<file path="src/rtl/p3s_pkg.sv">
// Purpose: constants, register map and field layout of the port 3
//          special-function block
// Assumes: 32-bit APB data, each register one aligned word
// Notes:   offsets are byte addresses
// *****************************************************************
// Behaviour
// - four fixed inputs, four fixed outputs
// - mode bit D1 enables analog comparators
// - config D0 routes comparators to bits 4,7
// - bits 0 and 3 interrupt on falling edge
// - bits 1,2 select falling, rising or both
// - timer 1 input bit 1, output bit 6
// - fixed interrupt mapping; mode bit D10 moves handshake 1 between bits 1/4 and 3/6
// - bits 1,2 plus inputs, bit 3 reference
// - keepers on port 0, 2, bit 0 only
// - data select low for external data access
// - data space from 4096 up, or full 64K
// - independent low-emission and open-drain selects
// - low-emission undivided clock limited to 4 MHz
// - config register at bank F location 00
// *****************************************************************
package p3s_pkg;
    // *************************************************************
    // register offsets
    // *************************************************************
    localparam int ADDR_W = 8;
    localparam logic [3:0] PCFG_BANK = 4'hF;
    localparam logic [7:0] REG_PCFG = 8'h00;
    localparam logic [7:0] REG_MODE = 8'h04;
    localparam logic [7:0] REG_RCV = 8'h08;
    localparam logic [7:0] REG_DOUT = 8'h0C;
    localparam logic [7:0] REG_PIN = 8'h10;
    localparam logic [7:0] REG_IST = 8'h14;
    localparam logic [7:0] REG_IMSK = 8'h18;
    localparam logic [7:0] REG_DSP = 8'h1C;
    // *************************************************************
    // port config fields
    // *************************************************************
    localparam int PC_CMP_OUT = 0;
    localparam int PC_OD_P1 = 1;
    localparam int PC_OD_P0 = 2;
    localparam int PC_EMI_P3 = 3;
    localparam int PC_EMI_P2 = 4;
    localparam int PC_EMI_P0 = 5;
    localparam int PC_EMI_P1 = 6;
    localparam int PC_EMI_OSC = 7;
    localparam logic [7:0] PCFG_RST = 8'h00;
    // *************************************************************
    // port 3 mode fields
    // *************************************************************
    localparam int MODE_W = 11;
    localparam int M_ANALOG = 1;
    localparam int M_EDGE1 = 2;
    localparam int M_EDGE2 = 4;
    localparam int M_DSEL_EN = 6;
    localparam int M_TOUT_EN = 7;
    localparam int M_HS0_EN = 8;
    localparam int M_HS1_EN = 9;
    localparam int M_HS1_SEL = 10;
    localparam logic [10:0] MODE_RST = 11'h000;
    localparam logic [1:0] EDGE_FALL = 2'h0;
    localparam logic [1:0] EDGE_RISE = 2'h1;
    // *************************************************************
    // stop-mode recovery, clocking, data space
    // *************************************************************
    localparam int S_UNDIV = 1;
    localparam logic [7:0] RCV_RST = 8'h00;
    localparam int LOW_EMI_MAX_MHZ = 4;
    localparam logic [15:0] EXT_DATA_BASE = 16'h1000;
    localparam logic [3:0] DOUT_RST = 4'h0;
    // *************************************************************
    // interrupt request index of each input bit
    // *************************************************************
    localparam int IRQ_OF_B0 = 3;
    localparam int IRQ_OF_B1 = 2;
    localparam int IRQ_OF_B2 = 0;
    localparam int IRQ_OF_B3 = 1;
endpackage

</file>
<file path="src/rtl/p3s_sig_if.sv">
// Purpose: carries raw inputs to the synchroniser and edges back
// Assumes: one clock domain on the far side
// Notes:   none
`timescale 1ns/1ps
`default_nettype none
interface p3s_sig_if #(parameter int N = 6) ();
    logic [N-1:0] raw;
    logic [N-1:0] lvl;
    logic [N-1:0] rise;
    logic [N-1:0] fall;
    modport src (output raw, input lvl, input rise, input fall);
    modport det (input raw, output lvl, output rise, output fall);
endinterface
`default_nettype wire

</file>
<file path="src/rtl/p3s_sync.sv">
// Purpose: two-flop synchroniser plus edge detection per input
// Assumes: raw inputs asynchronous to clk
// Notes:   edges are one-cycle levels from flop outputs
`timescale 1ns/1ps
`default_nettype none
module p3s_sync #(
    parameter int N = 6
) (
    input wire logic clk,
    input wire logic rst_b,
    input wire logic ce,
    p3s_sig_if.det sig
);
    logic [N-1:0] meta_q;
    logic [N-1:0] sync_q;
    logic [N-1:0] prev_q;

    // synchroniser, then previous sample for edges
    always_ff @(posedge clk or negedge rst_b) begin
        if (!rst_b) begin
            meta_q <= '0;
            sync_q <= '0;
            prev_q <= '0;
        end else if (ce) begin
            meta_q <= sig.raw;
            sync_q <= meta_q;
            prev_q <= sync_q;
        end
    end

    // compare with previous sample
    assign sig.lvl = sync_q;
    assign sig.rise = sync_q & ~prev_q;
    assign sig.fall = ~sync_q & prev_q;
endmodule // p3s_sync
`default_nettype wire

</file>
<file path="src/rtl/p3s_top.sv">
// Purpose: port 3 special-function logic with APB registers
// Assumes: core-side inputs are on clk; pins and comparators are not
// Notes:   zero-wait APB, answer in the access cycle
//
// Added by the designer: the APB register port.
`timescale 1ns/1ps
`default_nettype none
module p3s_top (
    input wire logic clk,
    input wire logic rst_b,
    input wire logic ce,
    input wire logic [7:0] paddr,
    input wire logic psel,
    input wire logic penable,
    input wire logic pwrite,
    input wire logic [31:0] pwdata,
    output logic [31:0] prdata,
    output logic pready,
    output logic pslverr,
    input wire logic [3:0] port3_in,
    input wire logic cmp1_raw,
    input wire logic cmp2_raw,
    output logic [3:0] port3_out,
    input wire logic timer1_out,
    output logic timer1_in,
    input wire logic hs0_out,
    input wire logic hs1_out,
    output logic hs0_in,
    output logic hs1_in,
    input wire logic load_external_data_op,
    input wire logic load_program_const_op,
    input wire logic [15:0] mem_addr,
    input wire logic romless_strap,
    output logic data_space_ok,
    output logic [3:0] irq_req,
    output logic irq,
    output logic analog_en,
    output logic [4:0] low_emi,
    output logic [1:0] open_drain,
    output logic keeper_en,
    output logic clk_limit_4mhz
);
    // *************************************************************
    // edge select decode, used for bits 1 and 2
    // *************************************************************
    function automatic logic edge_hit(input logic [1:0] sel,
                                      input logic r,
                                      input logic f);
        logic hit;
        hit = 1'b0;
        if (sel == p3s_pkg::EDGE_FALL) begin
            hit = f;
        end else if (sel == p3s_pkg::EDGE_RISE) begin
            hit = r;
        end else begin
            hit = r | f;
        end
        return hit;
    endfunction

    // *************************************************************
    // registers
    // *************************************************************
    logic [7:0] pcfg_q;
    logic [p3s_pkg::MODE_W-1:0] mode_q;
    logic [7:0] rcv_q;
    logic [3:0] dout_q;
    logic [3:0] ist_q;
    logic [3:0] ist_d;
    logic [3:0] imsk_q;
    logic [31:0] prdata_q;
    logic pready_q;
    logic pslverr_q;
    logic [3:0] out_q;
    logic [3:0] irq_req_q;
    logic irq_q;
    logic timer1_in_q;
    logic hs0_in_q;
    logic hs1_in_q;
    logic romless_q;
    logic strap_done_q;
    logic dsp_ok_q;
    logic analog_q;
    logic [4:0] emi_q;
    logic [1:0] od_q;
    logic keeper_q;
    logic clk_lim_q;

    // *************************************************************
    // input synchroniser and edge detector
    // *************************************************************
    p3s_sig_if #(.N(6)) sig_if ();

    assign sig_if.raw = {cmp2_raw, cmp1_raw, port3_in};

    p3s_sync #(.N(6)) u_sync (
        .clk(clk),
        .rst_b(rst_b),
        .ce(ce),
        .sig(sig_if.det)
    );

    // *************************************************************
    // apb decode
    // *************************************************************
    wire setup_ph = psel & ~penable;
    wire access_done = psel & penable & pready_q;
    wire wr_done = access_done & pwrite;
    wire rd_done = access_done & ~pwrite;
    wire hit_pcfg = (paddr == p3s_pkg::REG_PCFG);
    wire hit_mode = (paddr == p3s_pkg::REG_MODE);
    wire hit_rcv = (paddr == p3s_pkg::REG_RCV);
    wire hit_dout = (paddr == p3s_pkg::REG_DOUT);
    wire hit_pin = (paddr == p3s_pkg::REG_PIN);
    wire hit_ist = (paddr == p3s_pkg::REG_IST);
    wire hit_imsk = (paddr == p3s_pkg::REG_IMSK);
    wire hit_dsp = (paddr == p3s_pkg::REG_DSP);
    wire hit_any = hit_pcfg | hit_mode | hit_rcv | hit_dout | hit_pin
                   | hit_ist | hit_imsk | hit_dsp;
    wire ro_hit = hit_pin | hit_ist | hit_dsp;
    wire bad_acc = ~hit_any | (pwrite & ro_hit);

    // read multiplexer, unmapped reads as zero
    wire [31:0] rd_mux =
        hit_pcfg ? {24'h000000, pcfg_q} :
        hit_mode ? {21'h000000, mode_q} :
        hit_rcv ? {24'h000000, rcv_q} :
        hit_dout ? {28'h0000000, dout_q} :
        hit_pin ? {26'h0000000, sig_if.lvl} :
        hit_ist ? {28'h0000000, ist_q} :
        hit_imsk ? {28'h0000000, imsk_q} :
        hit_dsp ? {30'h00000000, romless_q, dsp_ok_q} :
        32'h00000000;

    // answer registered in setup, presented in access
    always_ff @(posedge clk or negedge rst_b) begin
        if (!rst_b) begin
            prdata_q <= 32'h00000000;
            pready_q <= 1'b0;
            pslverr_q <= 1'b0;
        end else if (ce) begin
            pready_q <= setup_ph;
            pslverr_q <= setup_ph & bad_acc;
            prdata_q <= (setup_ph & ~pwrite) ? rd_mux : 32'h00000000;
        end
    end

    // *************************************************************
    // writable registers
    // *************************************************************
    always_ff @(posedge clk or negedge rst_b) begin
        if (!rst_b) begin
            pcfg_q <= p3s_pkg::PCFG_RST;
            mode_q <= p3s_pkg::MODE_RST;
            rcv_q <= p3s_pkg::RCV_RST;
            dout_q <= p3s_pkg::DOUT_RST;
            imsk_q <= 4'h0;
        end else if (ce && wr_done) begin
            if (hit_pcfg) begin
                pcfg_q <= pwdata[7:0];
            end else if (hit_mode) begin
                mode_q <= pwdata[p3s_pkg::MODE_W-1:0];
            end else if (hit_rcv) begin
                rcv_q <= pwdata[7:0];
            end else if (hit_dout) begin
                dout_q <= pwdata[3:0];
            end else if (hit_imsk) begin
                imsk_q <= pwdata[3:0];
            end
        end
    end

    // *************************************************************
    // mode field decode
    // *************************************************************
    wire an_on = mode_q[p3s_pkg::M_ANALOG];
    wire [1:0] sel1 = mode_q[p3s_pkg::M_EDGE1 +: 2];
    wire [1:0] sel2 = mode_q[p3s_pkg::M_EDGE2 +: 2];
    wire dsel_en = mode_q[p3s_pkg::M_DSEL_EN];
    wire tout_en = mode_q[p3s_pkg::M_TOUT_EN];
    wire hs0_en = mode_q[p3s_pkg::M_HS0_EN];
    wire hs1_en = mode_q[p3s_pkg::M_HS1_EN];
    wire hs1_sel = mode_q[p3s_pkg::M_HS1_SEL];
    wire cmp_out = pcfg_q[p3s_pkg::PC_CMP_OUT];

    // *************************************************************
    // interrupt sources
    // *************************************************************
    // analog mode: bits 1,2 follow comparators against bit 3
    wire src1_r = an_on ? sig_if.rise[4] : sig_if.rise[1];
    wire src1_f = an_on ? sig_if.fall[4] : sig_if.fall[1];
    wire src2_r = an_on ? sig_if.rise[5] : sig_if.rise[2];
    wire src2_f = an_on ? sig_if.fall[5] : sig_if.fall[2];
    wire ev0 = sig_if.fall[0];
    wire ev3 = sig_if.fall[3];
    wire ev1 = edge_hit(sel1, src1_r, src1_f);
    wire ev2 = edge_hit(sel2, src2_r, src2_f);

    // request vector by index
    logic [3:0] req;
    always_comb begin
        req = 4'h0;
        req[p3s_pkg::IRQ_OF_B0] = ev0;
        req[p3s_pkg::IRQ_OF_B1] = ev1;
        req[p3s_pkg::IRQ_OF_B2] = ev2;
        req[p3s_pkg::IRQ_OF_B3] = ev3;
    end

    // sticky status, read clears only bits it returned, a new event wins
    assign ist_d = (ist_q & ~(prdata_q[3:0] & {4{rd_done & hit_ist}})) | req;

    always_ff @(posedge clk or negedge rst_b) begin
        if (!rst_b) begin
            ist_q <= 4'h0;
            irq_req_q <= 4'h0;
            irq_q <= 1'b0;
        end else if (ce) begin
            ist_q <= ist_d;
            irq_req_q <= req;
            irq_q <= |(ist_d & imsk_q);
        end
    end

    // *************************************************************
    // output pins
    // *************************************************************
    // data select: low for external data, high otherwise
    wire dsel_lvl = ~load_external_data_op | load_program_const_op;
    wire hs1_b4 = hs1_en & ~hs1_sel;
    wire hs1_b6 = hs1_en & hs1_sel;

    // bit 4: comparator 1, data select, handshake, data
    wire out4 = (an_on & cmp_out) ? sig_if.lvl[4] :
                dsel_en ? dsel_lvl :
                hs1_b4 ? hs1_out : dout_q[0];
    wire out5 = hs0_en ? hs0_out : dout_q[1];
    wire out6 = tout_en ? timer1_out :
                hs1_b6 ? hs1_out : dout_q[2];
    wire out7 = (an_on & cmp_out) ? sig_if.lvl[5] : dout_q[3];

    // data space check on each external data access
    wire dsp_in = romless_q |
                  (mem_addr >= p3s_pkg::EXT_DATA_BASE);

    always_ff @(posedge clk or negedge rst_b) begin
        if (!rst_b) begin
            out_q <= 4'hF;
            timer1_in_q <= 1'b0;
            hs0_in_q <= 1'b0;
            hs1_in_q <= 1'b0;
        end else if (ce) begin
            out_q <= {out7, out6, out5, out4};
            timer1_in_q <= sig_if.lvl[1];
            hs0_in_q <= sig_if.lvl[2];
            hs1_in_q <= hs1_sel ? sig_if.lvl[3] : sig_if.lvl[1];
        end
    end

    // strap caught on first enabled edge after reset
    always_ff @(posedge clk or negedge rst_b) begin
        if (!rst_b) begin
            romless_q <= 1'b0;
            strap_done_q <= 1'b0;
            dsp_ok_q <= 1'b0;
        end else if (ce) begin
            if (!strap_done_q) begin
                romless_q <= romless_strap;
                strap_done_q <= 1'b1;
            end
            if (load_external_data_op) begin
                dsp_ok_q <= dsp_in;
            end
        end
    end

    // *************************************************************
    // pad configuration
    // *************************************************************
    always_ff @(posedge clk or negedge rst_b) begin
        if (!rst_b) begin
            analog_q <= 1'b0;
            emi_q <= 5'h00;
            od_q <= 2'h0;
            keeper_q <= 1'b0;
            clk_lim_q <= 1'b0;
        end else if (ce) begin
            analog_q <= an_on;
            emi_q <= {pcfg_q[p3s_pkg::PC_EMI_OSC],
                      pcfg_q[p3s_pkg::PC_EMI_P3],
                      pcfg_q[p3s_pkg::PC_EMI_P2],
                      pcfg_q[p3s_pkg::PC_EMI_P1],
                      pcfg_q[p3s_pkg::PC_EMI_P0]};
            od_q <= {pcfg_q[p3s_pkg::PC_OD_P1],
                     pcfg_q[p3s_pkg::PC_OD_P0]};
            keeper_q <= 1'b1;
            clk_lim_q <= pcfg_q[p3s_pkg::PC_EMI_OSC]
                         & rcv_q[p3s_pkg::S_UNDIV];
        end
    end

    // *************************************************************
    // output assignments
    // *************************************************************
    assign prdata = prdata_q;
    assign pready = pready_q;
    assign pslverr = pslverr_q;
    assign port3_out = out_q;
    assign timer1_in = timer1_in_q;
    assign hs0_in = hs0_in_q;
    assign hs1_in = hs1_in_q;
    assign data_space_ok = dsp_ok_q;
    assign irq_req = irq_req_q;
    assign irq = irq_q;
    assign analog_en = analog_q;
    assign low_emi = emi_q;
    assign open_drain = od_q;
    assign keeper_en = keeper_q;
    assign clk_limit_4mhz = clk_lim_q;
endmodule // p3s_top
`default_nettype wire

</file>
<file path="config.mk">
export PLATFORM = sky130hd
export DESIGN_NAME = p3s_top
export DESIGN_NICKNAME = d
export VERILOG_FILES = /design/src/rtl/p3s_pkg.sv /design/src/rtl/p3s_sig_if.sv /design/src/rtl/p3s_sync.sv /design/src/rtl/p3s_top.sv
export SDC_FILE = /design/constraint.sdc
export NUM_CORES = 1
export LEC_CHECK = 0
export BUFFER_PORTS_ARGS = -buffer_cell sky130_fd_sc_hd__buf_2
export CAP_MARGIN = 20
export CORE_MARGIN = 3
export CORE_UTILIZATION = 45
export DETAILED_ROUTE_END_ITERATION = 6
export PLACE_DENSITY = 0.82
export SLEW_MARGIN = 15
export SYNTH_ARGS = -nofsm -noshare
export SYNTH_HDL_FRONTEND = slang
export SYNTH_SLANG_ARGS = --single-unit
export TNS_END_PERCENT = 10
</file>
<file path="constraint.sdc">
create_clock -name clk -period 3 [get_ports clk]
set_input_delay 0.6 -clock clk [delete_from_list [all_inputs] [get_ports clk]]
set_output_delay 0.6 -clock clk [all_outputs]
set_load 0.1 [all_outputs]
</file>
==> impl_metrics.toml <==
[power_and_ir_drop]
p_leak_nw = 2.53
totalPowerFinal_mw = 2.96
p_per_area_nw_per_um2 = 566
vdd_drop_max_uv = 253

[timing]
setup_viol = 0
worst_slew_margin_rel_pct = 59.6
rsz0062_at_grt = "false"
final-hold-violation-count = 0
finalCritPeriodShare_pct = 70.8
fin_skew_ps = 9.86
final-max-slew-violation-count = 0
tightest_slew_ps = 605
max_freq_ghz = 0.471
min_period_ps = 2130
fin_tns_setup_ps = 0

[synthesis]
synth_area_leaders = "dfrtp_1, mux2_2, buf_4, mux2_4, mux2i_1"
syn_area_um2 = 4520
synth_edf_count = 0
yosysSeqAreaShare_pct = 51.1
synth_compound_area_share_pct = 9.92
avgSynthCellArea_um2 = 12.3
async_reset_ff_share_pct = 100
synth_cell_types = 50
synth_top_family_by_area = "multiplexers"
synth_commonest_cells = "dfrtp_1, mux2_2, buf_4, nand2_1, nor2b_1"
ys_ff_latch = 92
synth-xor-area-share_pct = 0.776
yosys_warnings = 0
synthAdderAreaFrac_pct = 0
synth_simple_gate_area_share_pct = 11.4
yosysTopAreaCellShare_pct = 48.8
ys.flop_type = "dfrtp_1"
synthMuxAreaShare_pct = 21.2
synth_top_area_cell = "dfrtp_1"
syn_inst = 368
synth_most_common_cell = "dfrtp_1"

[floorplan]
dieArea_um2 = 11300
ioPinCount = 131
rows = 35
core_area_um2 = 9500
die_w_um = 106
die_h_um = 106
start_util_pct = 47.5

[setup_path]
cp_max_fo = 7
crit_arrival_ps = 2370
crit-reg2reg-launch = "pready"
worstPathRequired_ps = 3250
rrSetupSlack_ps = 1130
crit_path_start = "paddr[5]"
reg2reg_depth = 4
startpoint_type = "input pin"
r2r_end = "dout_q[0]"
critPathCapture = "dout_q[0]"
worstSetupEndpointType = "flip-flop"
crit_type = "input pin to flip-flop"

[cts]
cts_hold_buffers = 0
clk_pin_slew_worst_paths_ps = 100
clock_path_buffers = 2
postCtsSetupBuffers = 0
numCtsBuffers = 9
cts_tree = "built"
cts.sinks = 92
cts-resized-gates = 0
root_buffer = "clkbuf_8"
htreeDepth = 3
clock_latency_ps = 350

[placed_design]
post-dp-hpwl_um = 7660
dp.cells = 565
place_area_um2 = 4980
port_buffers = 76
gp_congestion = 0.887

[routing]
drtIter0Drc = 184
wl_per_cell_um = 18.3
num_vias = 3186
firstDrtPassIters = 4
wirelength_um = 10700
routed_via_density = 5.48
postRouteAntennaNets = 0
drc = 0

[layout]
stdcell_count = 581
diodes = 0
fillers = 815
syn2layout_area_growth_pct = 15.7
final_nets = 521
post-route-cell-area_um2 = 5230
multi_input_area_um2 = 2030
regArea_um2 = 2310
drive_gt1_share_pct = 40.5

[grt]
met2_usage_pct = 30.1
grt_start_max_net_pins = 51
grt-ovfl-total = 0
antenna_found_initial = 0
grt.met3_usage_pct = 4.01
grt_pass1_wl_um = 17200
grt_pass1_vias = 3223
busiest_layer = "met2"
gr-usage-all-layers_pct = 19.4
use_met1_pct = 27.3

[status]
outcome = "finished, final reports clean"

[worst_hold_path]
min_path_type = "input pin to async pin"

[run]
drv_cap = 0
[worst max-delay path, stage by stage]
cell    delay, ps
buf_2          90
or3_1         540
nor4_4        410
and3_1        360
mux2_2        370
[cell usage in the layout (no fill, tap or decap), types with 7 or more instances in the layout]
master and instances:
a21oi_1 10, o21ai_0 13, mux2i_1 12, a32o_1 9
nand2_1 19, inv_1 7, mux2_4 10, buf_2 75
mux2_2 57, buf_4 8, clkbuf_8 9, conb_1 21
nor2b_1 16, dfrtp_1 88, nor2_1 9
[how the worst min path moves through the flow]
stage / endpoint / startpoint / cells after the start / slack, ps
2_1_floorplan: analog_en / rst_b / 0 / 300
3_3_place_gp: irq_req[2] / irq_req[2] / 1 / 460
3_5_place_dp: irq_req[2] / irq_req[2] / 1 / 470
4_1_cts: u_sync.sig.lvl[1] / rst_b / 1 / 240
5_1_grt: u_sync.meta_q[0] / rst_b / 1 / 270
6_report: u_sync.meta_q[0] / rst_b / 1 / 230
[logic make-up (layout without fill, tap and decap cells)]
group / after synthesis / count (layout)
other cells: 1 / 21
buf+inv: 43 / 107
compound gates: 62 / 62
mux: 81 / 81
simple gates: 85 / 85
xor+xnor: 4 / 4
flops: 92 / 92
[routing by layer]
| metal | wire length (µm) | up-vias | share of wire [%] |
|---|---|---|---|
| met5 | 0 | - | 0 |
| met1 | 4790 | 1590 | 45 |
| met4 | 155 | 0 | 1.5 |
| li1 | - | 1465 | - |
| met2 | 5020 | 118 | 47 |
| met3 | 689 | 13 | 6.5 |
[sequential cells by signal, summed over array words and instances, names as in the netlist, 4 cells and up]
| register | count |
|---|---|
| rcv_q | 8 |
| dout_q | 4 |
| ist_q | 4 |
| pcfg_q | 8 |
| u_sync.meta_q | 6 |
| irq_req | 4 |
| port3_out | 4 |
| u_sync.prev_q | 6 |
| prdata | 11 |
| mode_q | 11 |
| u_sync.sig.lvl | 6 |
| low_emi | 5 |
| imsk_q | 4 |
[power breakdown]
| group | total (mW) | internal (mW) | leakage [nW] | switching, mW |
|---|---|---|---|---|
| clock | 1.01 | 0.558 | 0.120 | 0.455 |
| sequential | 1.36 | 1.30 | 1.19 | 0.0560 |
| combinational | 0.584 | 0.135 | 1.22 | 0.449 |
| total | 2.96 | 2.00 | 2.53 | 0.960 |
[cell type report]
cell class | instances | area share (%)
multi-input combinational | 253 | 38.9
clock buffer | 9 | 2.37
timing repair buffer | 84 | 8.71
inverter | 7 | 0.503
clock inverter | 7 | 2.30
sequential | 92 | 44.1
tap | 129 | 3.09
[per-stage QoR]
step	hold slack [ps]	setup slack [ps]	utilization (%)
2_1_floorplan	304	602	-
3_3_place_gp	463	595	52.4
3_5_place_dp	472	499	52.4
4_1_cts	240	897	55.0
5_1_grt	268	831	55.0
6_report	234	875	55.0
Note: power is estimated with default switching activity, not from simulation.
